<file path="config.mk">
export PLATFORM = sky130hd
export DESIGN_NAME = timer_capture_compare_unit
export DESIGN_NICKNAME = d
export VERILOG_FILES = /design/src/design/capture_compare_pkg.sv /design/src/design/timer_capture_compare_unit.sv
export SDC_FILE = /design/constraint.sdc
export NUM_CORES = 1
export LEC_CHECK = 0
export BUFFER_PORTS_ARGS = -buffer_cell sky130_fd_sc_hd__buf_2
export CAP_MARGIN = 20
export CELL_PAD_IN_SITES_DETAIL_PLACEMENT = 1
export CELL_PAD_IN_SITES_GLOBAL_PLACEMENT = 2
export CORE_ASPECT_RATIO = 0.75
export CORE_MARGIN = 2
export CORE_UTILIZATION = 34
export CTS_CLUSTER_DIAMETER = 60
export CTS_CLUSTER_SIZE = 20
export DETAILED_ROUTE_END_ITERATION = 7
export GPL_ROUTABILITY_DRIVEN = 0
export PLACE_DENSITY = 0.85
export SYNTH_ARGS = -nofsm -noshare
export SYNTH_HDL_FRONTEND = slang
export SYNTH_SLANG_ARGS = --single-unit
</file>
<file path="constraint.sdc">
create_clock -name aclk -period 6.1 [get_ports aclk]
set_input_delay 0.61 -clock aclk [delete_from_list [all_inputs] [get_ports aclk]]
set_output_delay 0.61 -clock aclk [all_outputs]
set_load 0.01 [all_outputs]
</file>
<file path="src/design/capture_compare_pkg.sv">
// constants, codes and register map of the capture and compare unit
package capture_compare_pkg;
  // widths
  localparam int COUNT_W = 16;
  localparam int AXI_ADDR_W = 8;
  localparam int AXI_DATA_W = 32;
  localparam int PRESC_W = 4;
  localparam int CTRL_W = 8;
  localparam int SRC_W = 2;

  // register byte offsets
  localparam logic [AXI_ADDR_W-1:0] CTRL_OFFSET = 8'h00;
  localparam logic [AXI_ADDR_W-1:0] SRC_OFFSET = 8'h04;
  localparam logic [AXI_ADDR_W-1:0] VALUE_OFFSET = 8'h08;
  localparam logic [AXI_ADDR_W-1:0] STATUS_OFFSET = 8'h0c;

  // control and status register field positions
  localparam int CTRL_EN_BIT = 7;
  localparam int CTRL_OE_BIT = 6;
  localparam int CTRL_OUT_BIT = 5;
  localparam int STATUS_FLAG_BIT = 0;

  // values after reset
  localparam logic [CTRL_W-1:0] CTRL_RESET = 8'h00;
  localparam logic [SRC_W-1:0] SRC_RESET = 2'h0;
  localparam logic [COUNT_W-1:0] VALUE_RESET = 16'h0000;
  localparam logic [PRESC_W-1:0] PRESC_RESET = 4'h0;

  // prescaler terminal counts
  localparam logic [1:0] PRESC4_LAST = 2'h3;
  localparam logic [PRESC_W-1:0] PRESC16_LAST = 4'hf;

  // axi responses
  localparam logic [1:0] RESP_OKAY = 2'h0;
  localparam logic [1:0] RESP_SLVERR = 2'h2;

  // mode field codes
  typedef enum logic [3:0] {
    MODE_OFF = 4'h0,
    MODE_CMP_TOGGLE_RST = 4'h1,
    MODE_CMP_TOGGLE = 4'h2,
    MODE_CAP_ANY = 4'h3,
    MODE_CAP_FALL = 4'h4,
    MODE_CAP_RISE = 4'h5,
    MODE_CAP_RISE4 = 4'h6,
    MODE_CAP_RISE16 = 4'h7,
    MODE_CMP_SET = 4'h8,
    MODE_CMP_CLEAR = 4'h9,
    MODE_CMP_SOFT = 4'ha,
    MODE_CMP_PULSE = 4'hb
  } mode_t;

  // capture source codes
  typedef enum logic [1:0] {
    SRC_PIN = 2'h0,
    SRC_CMP_A = 2'h1,
    SRC_CMP_B = 2'h2,
    SRC_PIN_CHANGE = 2'h3
  } src_t;
endpackage

</file>
<file path="src/design/timer_capture_compare_unit.sv">
// capture and compare unit beside a 16-bit timer, with an axi4-lite register slave
////////////////////////////////////////////////////////////////////////////////
// Function
// - each capture copies the full 16-bit timer count into the value pair
// - mode picks any, falling, rising, every 4th or every 16th rising edge
// - source field picks pin, comparator a, comparator b or pin-change trigger
// - every capture sets the interrupt flag; only software clears it
// - a new capture overwrites the value pair even if still unread
// - edge detector watches the pin level whatever its direction
// - prescaler clears when disabled, outside capture modes, and on reset
// - switching between prescale settings keeps the prescaler count
// - internal output is high for exactly one clock on each capture
// - internal output feeds waveform, converter, period, measure and logic units
// - capture in sleep only works while the timer has an external clock
// - compare mode matches value pair to timer count, may reset the timer
// - compare match sets the flag together with the selected output action
// - codes 0001/0010 toggle, 1000 sets, 1001 clears the output on match
// - codes 1011/1010 drive output high only while count equals value pair
// - code 1010 leaves the pin alone, only flags and drives internal output
// - writing zero to the control register clears the compare output latch
// - compare runs on the system clock and stops with it
////////////////////////////////////////////////////////////////////////////////
module timer_capture_compare_unit (
  input wire logic aclk, // system clock
  input wire logic aresetn, // synchronous reset, active low
  input wire logic [capture_compare_pkg::AXI_ADDR_W-1:0] awaddr, // write address
  input wire logic awvalid, // write address valid
  output logic awready, // write address ready
  input wire logic [capture_compare_pkg::AXI_DATA_W-1:0] wdata, // write data
  input wire logic [3:0] wstrb, // write byte enables
  input wire logic wvalid, // write data valid
  output logic wready, // write data ready
  output logic [1:0] bresp, // write response
  output logic bvalid, // write response valid
  input wire logic bready, // write response ready
  input wire logic [capture_compare_pkg::AXI_ADDR_W-1:0] araddr, // read address
  input wire logic arvalid, // read address valid
  output logic arready, // read address ready
  output logic [capture_compare_pkg::AXI_DATA_W-1:0] rdata, // read data
  output logic [1:0] rresp, // read response
  output logic rvalid, // read data valid
  input wire logic rready, // read data ready
  input wire logic [capture_compare_pkg::COUNT_W-1:0] reference_timer_count, // timer count
  input wire logic module_pin_in, // pin level, asynchronous
  input wire logic comparator_a_sync_out, // comparator a, already synced
  input wire logic comparator_b_sync_out, // comparator b, already synced
  input wire logic pin_change_trigger, // pin-change trigger, same clock
  output logic module_pin_out, // pin output level
  output logic module_pin_oe_n, // pin output enable, low drives
  output logic module_output, // internal output to other units
  output logic timer_reset_req, // one-cycle request to clear the timer
  output logic module_interrupt_flag // sticky interrupt flag
);
  import capture_compare_pkg::*;

  ////////////////////////////////////////////////////////////////////////////////
  // register and pipeline state
  logic awready_reg, wready_reg, bvalid_reg, arready_reg, rvalid_reg;
  logic aw_held_reg, w_held_reg;
  logic [AXI_ADDR_W-1:0] aw_addr_reg;
  logic [AXI_DATA_W-1:0] w_data_reg;
  logic [3:0] w_strb_reg;
  logic [1:0] bresp_reg, rresp_reg;
  logic [AXI_DATA_W-1:0] rdata_reg;
  logic [CTRL_W-1:0] ctrl_reg;
  logic [SRC_W-1:0] src_reg;
  logic [COUNT_W-1:0] value_reg, value_next;
  logic flag_reg, flag_next;
  logic [PRESC_W-1:0] presc_cnt_reg, presc_cnt_next;
  logic pin_meta_reg, pin_sync_reg;
  logic sel_prev_reg;
  logic match_prev_reg;
  logic latch_reg, latch_next;
  logic out_reg, out_next;
  logic pin_out_reg, pin_out_next;
  logic pin_oe_n_reg, pin_oe_n_next;
  logic timer_rst_reg;

  ////////////////////////////////////////////////////////////////////////////////
  // axi write path: address and data taken in either order
  wire aw_take = awvalid && awready_reg;
  wire w_take = wvalid && wready_reg;
  wire do_write = aw_held_reg && w_held_reg && !bvalid_reg;
  wire b_done = bvalid_reg && bready;
  wire wa_ctrl = aw_addr_reg == CTRL_OFFSET;
  wire wa_src = aw_addr_reg == SRC_OFFSET;
  wire wa_value = aw_addr_reg == VALUE_OFFSET;
  wire wa_status = aw_addr_reg == STATUS_OFFSET;
  wire wa_hit = wa_ctrl || wa_src || wa_value || wa_status;
  wire ctrl_wr = do_write && wa_ctrl && w_strb_reg[0];
  wire ctrl_zero_wr = ctrl_wr && (w_data_reg[CTRL_W-1:0] == CTRL_RESET);
  wire src_wr = do_write && wa_src && w_strb_reg[0];
  wire value_lo_wr = do_write && wa_value && w_strb_reg[0];
  wire value_hi_wr = do_write && wa_value && w_strb_reg[1];
  wire flag_clr = do_write && wa_status && w_strb_reg[0] && w_data_reg[STATUS_FLAG_BIT];

  // write channel handshake flops
  always_ff @(posedge aclk) begin
    if (!aresetn) begin
      awready_reg <= 1'b1;
      wready_reg <= 1'b1;
      aw_held_reg <= 1'b0;
      w_held_reg <= 1'b0;
      bvalid_reg <= 1'b0;
      bresp_reg <= RESP_OKAY;
    end else begin
      if (aw_take) begin
        awready_reg <= 1'b0;
        aw_held_reg <= 1'b1;
      end else if (do_write) begin
        aw_held_reg <= 1'b0;
      end else if (b_done) begin
        awready_reg <= 1'b1;
      end
      if (w_take) begin
        wready_reg <= 1'b0;
        w_held_reg <= 1'b1;
      end else if (do_write) begin
        w_held_reg <= 1'b0;
      end else if (b_done) begin
        wready_reg <= 1'b1;
      end
      if (do_write) begin
        bvalid_reg <= 1'b1;
        bresp_reg <= wa_hit ? RESP_OKAY : RESP_SLVERR;
      end else if (b_done) begin
        bvalid_reg <= 1'b0;
      end
    end
  end

  // write address and data capture, no reset needed
  always_ff @(posedge aclk) begin
    if (aw_take) begin
      aw_addr_reg <= awaddr;
    end
    if (w_take) begin
      w_data_reg <= wdata;
      w_strb_reg <= wstrb;
    end
  end

  ////////////////////////////////////////////////////////////////////////////////
  // control fields
  wire en = ctrl_reg[CTRL_EN_BIT];
  wire oe = ctrl_reg[CTRL_OE_BIT];
  wire [3:0] mode = ctrl_reg[3:0];
  wire cap_mode = (mode == MODE_CAP_ANY) || (mode == MODE_CAP_FALL)
    || (mode == MODE_CAP_RISE) || (mode == MODE_CAP_RISE4) || (mode == MODE_CAP_RISE16);
  wire presc_mode = (mode == MODE_CAP_RISE4) || (mode == MODE_CAP_RISE16);
  wire pulse_mode = (mode == MODE_CMP_PULSE) || (mode == MODE_CMP_SOFT);
  wire cmp_mode = (mode == MODE_CMP_TOGGLE_RST) || (mode == MODE_CMP_TOGGLE)
    || (mode == MODE_CMP_SET) || (mode == MODE_CMP_CLEAR) || pulse_mode;

  // software-written configuration
  always_ff @(posedge aclk) begin
    if (!aresetn) begin
      ctrl_reg <= CTRL_RESET;
      src_reg <= SRC_RESET;
    end else begin
      if (ctrl_wr) begin
        ctrl_reg <= w_data_reg[CTRL_W-1:0] & ~(8'h01 << CTRL_OUT_BIT);
      end
      if (src_wr) begin
        src_reg <= w_data_reg[SRC_W-1:0];
      end
    end
  end

  ////////////////////////////////////////////////////////////////////////////////
  // source select, pin taken after its synchroniser
  wire sel_level = (src_reg == SRC_PIN) ? pin_sync_reg :
    (src_reg == SRC_CMP_A) ? comparator_a_sync_out :
    (src_reg == SRC_CMP_B) ? comparator_b_sync_out : pin_change_trigger;

  // capture input: pin synchronised whatever its direction, then selected
  always_ff @(posedge aclk) begin
    if (!aresetn) begin
      pin_meta_reg <= 1'b0;
      pin_sync_reg <= 1'b0;
      sel_prev_reg <= 1'b0;
    end else begin
      pin_meta_reg <= module_pin_in;
      pin_sync_reg <= pin_meta_reg;
      sel_prev_reg <= sel_level;
    end
  end

  // edge detect on the selected level
  wire sel_rise = sel_level && !sel_prev_reg;
  wire sel_fall = !sel_level && sel_prev_reg;

  // event qualification per mode
  wire presc4_hit = sel_rise && (presc_cnt_reg[1:0] == PRESC4_LAST);
  wire presc16_hit = sel_rise && (presc_cnt_reg == PRESC16_LAST);
  wire capture_evt = en && (
    ((mode == MODE_CAP_ANY) && (sel_rise || sel_fall)) ||
    ((mode == MODE_CAP_FALL) && sel_fall) ||
    ((mode == MODE_CAP_RISE) && sel_rise) ||
    ((mode == MODE_CAP_RISE4) && presc4_hit) ||
    ((mode == MODE_CAP_RISE16) && presc16_hit));

  // prescaler: free count of rising edges, kept across prescale changes
  always_comb begin
    presc_cnt_next = presc_cnt_reg;
    if (!en || !cap_mode) begin
      presc_cnt_next = PRESC_RESET;
    end else if (presc_mode && sel_rise) begin
      presc_cnt_next = presc_cnt_reg + 4'h1;
    end
  end

  ////////////////////////////////////////////////////////////////////////////////
  // compare: equality against the timer; flag, latch and timer clear act at the start of a match, pulse modes follow the whole match
  wire match_on = en && cmp_mode && (reference_timer_count == value_reg);
  wire cmp_event = match_on && !match_prev_reg;
  wire toggle_mode = (mode == MODE_CMP_TOGGLE_RST) || (mode == MODE_CMP_TOGGLE);

  // compare output latch
  always_comb begin
    latch_next = latch_reg;
    if (ctrl_zero_wr) begin
      latch_next = 1'b0;
    end else if (cmp_event && toggle_mode) begin
      latch_next = !latch_reg;
    end else if (cmp_event && (mode == MODE_CMP_SET)) begin
      latch_next = 1'b1;
    end else if (cmp_event && (mode == MODE_CMP_CLEAR)) begin
      latch_next = 1'b0;
    end
  end

  // internal output and pin drive
  always_comb begin
    out_next = 1'b0;
    if (cap_mode) begin
      out_next = capture_evt;
    end else if (pulse_mode) begin
      out_next = match_on;
    end else if (cmp_mode) begin
      out_next = latch_next;
    end
    pin_out_next = pulse_mode ? match_on : latch_next;
    pin_oe_n_next = !(en && oe && cmp_mode && (mode != MODE_CMP_SOFT));
  end

  // value pair and flag: hardware set wins over software
  always_comb begin
    value_next = value_reg;
    if (value_lo_wr) begin
      value_next[7:0] = w_data_reg[7:0];
    end
    if (value_hi_wr) begin
      value_next[15:8] = w_data_reg[15:8];
    end
    if (capture_evt) begin
      value_next = reference_timer_count;
    end
    flag_next = (flag_reg && !flag_clr) || capture_evt || cmp_event;
  end

  // event state
  always_ff @(posedge aclk) begin
    if (!aresetn) begin
      presc_cnt_reg <= PRESC_RESET;
      match_prev_reg <= 1'b0;
      latch_reg <= 1'b0;
      value_reg <= VALUE_RESET;
      flag_reg <= 1'b0;
    end else begin
      presc_cnt_reg <= presc_cnt_next;
      match_prev_reg <= match_on;
      latch_reg <= latch_next;
      value_reg <= value_next;
      flag_reg <= flag_next;
    end
  end

  // registered outputs
  always_ff @(posedge aclk) begin
    if (!aresetn) begin
      out_reg <= 1'b0;
      pin_out_reg <= 1'b0;
      pin_oe_n_reg <= 1'b1;
      timer_rst_reg <= 1'b0;
    end else begin
      out_reg <= out_next;
      pin_out_reg <= pin_out_next;
      pin_oe_n_reg <= pin_oe_n_next;
      timer_rst_reg <= cmp_event && ((mode == MODE_CMP_TOGGLE_RST)
        || (mode == MODE_CMP_PULSE));
    end
  end

  ////////////////////////////////////////////////////////////////////////////////
  // axi read path: one outstanding read, data registered at the take
  wire ar_take = arvalid && arready_reg;
  wire [CTRL_W-1:0] ctrl_view = ctrl_reg | ({7'h00, latch_reg} << CTRL_OUT_BIT);
  logic [AXI_DATA_W-1:0] rd_word;
  logic rd_hit;

  // read address decode
  always_comb begin
    rd_word = '0;
    rd_hit = 1'b1;
    if (araddr == CTRL_OFFSET) begin
      rd_word = {24'h000000, ctrl_view};
    end else if (araddr == SRC_OFFSET) begin
      rd_word = {30'h00000000, src_reg};
    end else if (araddr == VALUE_OFFSET) begin
      rd_word = {16'h0000, value_reg};
    end else if (araddr == STATUS_OFFSET) begin
      rd_word = {31'h00000000, flag_reg};
    end else begin
      rd_hit = 1'b0;
    end
  end

  // read channel flops
  always_ff @(posedge aclk) begin
    if (!aresetn) begin
      arready_reg <= 1'b1;
      rvalid_reg <= 1'b0;
      rdata_reg <= '0;
      rresp_reg <= RESP_OKAY;
    end else if (ar_take) begin
      arready_reg <= 1'b0;
      rvalid_reg <= 1'b1;
      rdata_reg <= rd_word;
      rresp_reg <= rd_hit ? RESP_OKAY : RESP_SLVERR;
    end else if (rvalid_reg && rready) begin
      arready_reg <= 1'b1;
      rvalid_reg <= 1'b0;
    end
  end

  // port drive, all from flops; one internal output serves every consumer
  assign awready = awready_reg;
  assign wready = wready_reg;
  assign bvalid = bvalid_reg;
  assign bresp = bresp_reg;
  assign arready = arready_reg;
  assign rvalid = rvalid_reg;
  assign rdata = rdata_reg;
  assign rresp = rresp_reg;
  assign module_output = out_reg;
  assign module_pin_out = pin_out_reg;
  assign module_pin_oe_n = pin_oe_n_reg;
  assign timer_reset_req = timer_rst_reg;
  assign module_interrupt_flag = flag_reg;
endmodule

</file>
* After elaboration in Yosys (flattened, before gate mapping)
Cells that the tools add are included.
** Operators by class
- Add/subtract/negate cells :: 1
- Equal/unequal tests :: 25
- Multiplexer cells :: 37
- Bitwise logic cells :: 2
- Reduce and logical (&&, ||, !) cells :: 86
** Operator list (count)
- 16-bit 2-to-1 mux :: 4
- 1-bit logical AND :: 40
- 8-bit by 4-bit equality test with 1-bit output, second input constant :: 4
- 1-bit 2-to-1 mux :: 29
- 8-bit zero test :: 3
- 1-bit logical OR :: 22
- 4-bit equality test, second input constant :: 5
- 16-bit equality test :: 1
- 4-bit by 3-bit equality test with 1-bit output, second input constant :: 4
- 8-bit by 3-bit equality test with 1-bit output, second input constant :: 2
- 8-bit 2-to-1 mux :: 2
- 2-bit nonzero test :: 8
- 1-bit zero test :: 9
- 4-bit by 2-bit equality test with 1-bit output, second input constant :: 2
- 8-bit by 6-bit OR with 8-bit output :: 1
- 4-bit by 1-bit adder with 4-bit output, second input constant :: 1
- 2-bit equality test, second input constant :: 2
- 4-bit by 1-bit equality test with 1-bit output, second input constant :: 1
- 2-bit 2-to-1 mux :: 2
- 2-bit != test, second input constant :: 2
- 4-bit != test, second input constant :: 1
- 2-bit AND reduction :: 2
- 2-bit by 1-bit equality test with 1-bit output, second input constant :: 1
- 2-bit zero test :: 1
- 2 further kinds :: 2
** Storage, ports and cells
- Register bits :: 108
- Bits of input ports :: 79
- Output and inout port bits :: 46
- Logic and storage cells :: 179

* Logic depth before layout (Yosys ltp)
- Depth after elaboration :: 16
- Depth in mapped cells :: 10
- Gate-level depth less buffers :: 8

* Least setup slack after synthesis
OpenSTA, ideal clock, no wires.
- Kind :: in2reg
- Start point :: input pin_change_trigger
- End point :: register value_reg[10]
- Library setup time :: 0.116 ns
- Data arrival time :: 2.359 ns
- Required time :: 5.984 ns
- Setup slack :: 3.625 ns
- Stages on the path :: 10
- Buffers on the path :: 2
- Cells stage by stage :: mux4_2 > ha_1 > and4b_1 > clkbuf_1 > nand2_1 > a21oi_1 > o21ai_1 > buf_2 > nand2_1 > o211a_1
** Between the ends
- Cells in the longest elaborated chain, start to end :: 13
- Elaborated cells between the ends (all ways) :: 21
- Classes of those cells :: mux (4); reduce/logical (17)
** Ends and longest elaborated chain
- start: declaration :: RTL line timer_capture_compare_unit.sv:47 : input wire logic pin_change_trigger,
- 1-bit 2-to-1 mux (*) :: RTL line timer_capture_compare_unit.sv:174 : (src_reg == SRC_CMP_B) ? comparator_b_sync_out : pin_change_trigger;
- 1-bit 2-to-1 mux (*) :: RTL line timer_capture_compare_unit.sv:173 : (src_reg == SRC_CMP_A) ? comparator_a_sync_out :
- 1-bit 2-to-1 mux (*) :: RTL line timer_capture_compare_unit.sv:172 : wire sel_level = (src_reg == SRC_PIN) ? pin_sync_reg :
- 1-bit zero test :: RTL line timer_capture_compare_unit.sv:191 : wire sel_fall = !sel_level && sel_prev_reg;
- 1-bit logical AND :: RTL line timer_capture_compare_unit.sv:191
- 1-bit logical OR :: RTL line timer_capture_compare_unit.sv:197 : ((mode == MODE_CAP_ANY) && (sel_rise || sel_fall)) ||
- 1-bit logical AND :: RTL line timer_capture_compare_unit.sv:197
- 1-bit logical OR :: RTL line timer_capture_compare_unit.sv:197
- 1-bit logical OR :: RTL line timer_capture_compare_unit.sv:198 : ((mode == MODE_CAP_FALL) && sel_fall) ||
- 1-bit logical OR :: RTL line timer_capture_compare_unit.sv:199 : ((mode == MODE_CAP_RISE) && sel_rise) ||
- 1-bit logical OR (*) :: RTL line timer_capture_compare_unit.sv:200 : ((mode == MODE_CAP_RISE4) && presc4_hit) ||
- 1-bit logical AND (*) :: RTL line timer_capture_compare_unit.sv:196 : wire capture_evt = en && (
- 16-bit 2-to-1 mux / 2-bit nonzero test (equally long branches)
- end signal: assignment :: RTL line timer_capture_compare_unit.sv:274 : value_reg <= value_next;
- end: declaration :: RTL line timer_capture_compare_unit.sv:67 : logic [COUNT_W-1:0] value_reg, value_next;
Mark *: on every way between the ends. The rest lies on a longest branch, timed or not.
A chain may end at the register's enable or synchronous reset.

* Worst setup path after layout
- Start point :: register src_reg[0]
- End point :: register flag_reg (netlist: module_interrupt_flag)
** Between the ends
- Cells in the longest elaborated chain, start to end :: 15
- Elaborated cells between the ends (all ways) :: 24
- Classes of those cells :: eq/ne (2); mux (3); reduce/logical (19)
** Ends and longest elaborated chain
- start: declaration :: RTL line timer_capture_compare_unit.sv:66 : logic [SRC_W-1:0] src_reg;
- start signal: assignment :: RTL line timer_capture_compare_unit.sv:165 : src_reg <= w_data_reg[SRC_W-1:0];
- 2-bit equality test :: RTL line timer_capture_compare_unit.sv:174
- 1-bit 2-to-1 mux :: RTL line timer_capture_compare_unit.sv:174
- 1-bit 2-to-1 mux :: RTL line timer_capture_compare_unit.sv:173
- 1-bit 2-to-1 mux (*) :: RTL line timer_capture_compare_unit.sv:172
- net sel_level :: RTL line timer_capture_compare_unit.sv:172
- 1-bit zero test :: RTL line timer_capture_compare_unit.sv:191
- 1-bit logical AND :: RTL line timer_capture_compare_unit.sv:191
- 1-bit logical OR :: RTL line timer_capture_compare_unit.sv:197
- 1-bit logical AND :: RTL line timer_capture_compare_unit.sv:197
- 1-bit logical OR :: RTL line timer_capture_compare_unit.sv:197
- 1-bit logical OR :: RTL line timer_capture_compare_unit.sv:198
- 1-bit logical OR :: RTL line timer_capture_compare_unit.sv:199
- 1-bit logical OR (*) :: RTL line timer_capture_compare_unit.sv:200
- 1-bit logical AND (*) :: RTL line timer_capture_compare_unit.sv:196
- 1-bit logical OR (*) (2 in a row) :: RTL line timer_capture_compare_unit.sv:259 : flag_next = (flag_reg && !flag_clr) || capture_evt || cmp_event;
- end signal: assignment :: RTL line timer_capture_compare_unit.sv:275 : flag_reg <= flag_next;
- end: declaration :: RTL line timer_capture_compare_unit.sv:68 : logic flag_reg, flag_next;
The timed path passes the listed nets; every way through them passes the cells marked *.

==> qor.yml <==
status: "finished clean"
cts_root_buf: "clkbuf_16"
required_ns: 6.32
hold_path.class: "in -> reg"
cts_hold_buf: 0
drt-wirelength-per-cell_um: 16.89
nNetsFinal: 542
ys_seq_area_share_pct: 50.21
start_kind: "register"
ant_nets: 0
synth_ff_type: "dfxtp_1"
grt_pass1_vias: 3224
total_power_mw: 1.276
finalHoldViolCount: 0
placed_area_um2: 4602
core_area_um2: 11700
ys_ff_latch: 90
die_w_um: 130.9
final.setup_skew_ns: 0.008182
cp_slowest_cell: "mux4_2"
netlist-cell-type-count: 52
wirelength_mm: 10.61
area_delta_synth_final_pct: 19.29
final_util_pct: 41.87
p_per_area_nw_per_um2: 260.4
critical_path_arrival_ns: 2.80
initial_core_util_pct: 35.10
clockBufferDepth: 2
syn-instance-count: 380
path_buf_inv: 1
fmax_mhz: 388.6
yosys-top-cells-count: "64 x dfxtp_1, 33 x mux2i_1, 26 x edfxtp_1"
die-area_um2: 12980
p_leak_nw: 2.055
grt_pass1_wl_mm: 16.68
path_class: "reg -> reg"
critPathCaptureType: "register"
drt_first_pass_iters: 4
cts_tree: "yes"
finalMaxSlewViolations: 0
ys_top_cells_by_area: "dfxtp_1 31%, edfxtp_1 19%, mux2i_1 8.0%, buf_4 3.7%, nor2b_1 3.2%"
grt_max_degree: 61
critPathMaxStageDelay_ns: 0.57
synth_edf_count: 26
track_usage_pct: 16.92
setup_viol: 0
drive_above_1_share_pct: 25.59
antenna_found_initial: 1
yosysWarnings: 0
cts_resized: 0
vias: 3034
max_slew_margin_pct: 32.39
synth.largest_area_cell: "dfxtp_1"
rsz0062_at_grt: "no"
port_buffers: 88
grt_overflow_total: 0
cts_buffers: 9
rows: 34
crit_fanout: 34
fin_area_um2: 4898
fin_setup_tns_ns: 0
worst_pin_slew_ns: 1.014
viasPerCell: 4.831
clkTransAtPathRegs_ns: 0.07
cap_violations: 0
dpl.hpwl_mm: 7.714
die_h_um: 99.18
worst_skew_pair.late_latency_ns: 0.34
period_share_pct: 42.19
path_common_cell: "a21boi_1"
timing.final.crit_period_ns: 2.574
syn_area_um2: 4106
drc: 0
cts_sinks: 90
ir_drop_v: 0.0001300
post_cts_buffers: 0
io_pins: 125
hold_slack_ns: 0.4365
cp_top_family: "multiplexers"
netlist.area_leader.share_pct: 31.20
yosysMostFrequentCell: "dfxtp_1"
worstPathCellList: "mux4_2, ha_1, and4b_1, nand2_1, a21oi_1, o21ai_2, buf_4, a21boi_1, a21boi_1"
h-tree-depth: 3
avgSynthCellArea_um2: 10.81
ys_async_sr_fraction_pct: 0
drtIter0Drc: 149
## cell type report
type | instances | area, um2
clock inverter | 6 | 65.06
timing repair buffer | 89 | 447.9
inverter | 8 | 30.03
antenna | 1 | 2.502
clock buffer | 10 | 229.0
multi-input combinational | 262 | 1859
sequential | 90 | 2062
tap | 162 | 202.7
fill | 1355 | 6800
## power breakdown
part / total [mW] / switching (mW) / internal (mW)
sequential: 0.646 / 0.0119 / 0.634
clock: 0.555 / 0.237 / 0.318
combinational: 0.0743 / 0.0442 / 0.0301
total: 1.28 / 0.293 / 0.982
## worst reg2reg max path: stages, from the launching register on
cell,delay (ns)
dfxtp_1,0.41
mux4_2,0.57
ha_1,0.23
and4b_1,0.24
nand2_1,0.14
a21oi_1,0.07
o21ai_2,0.14
buf_4,0.34
a21boi_1,0.24
a21boi_1,0.08
## final timing paths
check / endpoint / start / cells past startpoint / slack, ns
setup / recovery: module_interrupt_flag / src_reg[0] / 9 / 3.53
hold / removal: aw_addr_reg[0] / awaddr[0] / 1 / 0.44
setup reg to reg: module_interrupt_flag / src_reg[0] / 9 / 3.53
hold reg to reg: pin_sync_reg / pin_meta_reg / 1 / 0.44
## stage by stage
step	cells	setup WS (ns)
4_1_cts	627	3.491
3_5_place_dp	611	3.248
3_3_place_gp	611	3.351
6_report	628	3.526
5_1_grt	627	3.358
2_1_floorplan	397	3.625
## cells by family after synthesis
| group | Yosys count | share of synthesized area, % |
|---|---|---|
| AO/OA/AOI/OAI | 70 | 11.03 |
| buffers and inverters | 45 | 6.155 |
| XOR/XNOR | 21 | 4.479 |
| multiplexers | 35 | 9.141 |
| adder cells (fa/ha/maj) | 3 | 0.9142 |
| other | 1 | 0.09132 |
| AND/OR/NAND/NOR | 115 | 17.98 |
| flip-flops | 90 | 50.21 |
## layout by cell type, fill, tap and decap left out, types with 2 or more instances in the layout
master     count
mux2i_1       33
xor2_1         7
a21boi_1       2
nand2_1       25
o211a_1        9
xnor2_1       14
nor2b_1       21
a22oi_1       10
o21ai_1        6
nand4_4        2
clkinv_2       2
edfxtp_1      26
buf_2         88
a21boi_0       3
conb_1        18
mux4_2         2
inv_1          8
dfxtp_1       64
nand4_1        4
and4_1         2
a21oi_1       16
clkbuf_16      9
o22ai_1        2
nand2b_1       2
nand3_1        7
o21ai_0       15
nor3b_1        2
nor4_4         2
nor4_1         3
nor3b_2        2
nor2_1        18
and2_1        12
ha_1           3
## routing by layer
layer	vias up	track usage, %	wire (um)
li1	1475	-	-
met1	1469	21.47	4843
met2	80	27.92	4989
met3	10	5.594	660
met4	0	4.173	114
met5	-	0	0
Note: power is estimated with default switching activity, not from simulation.
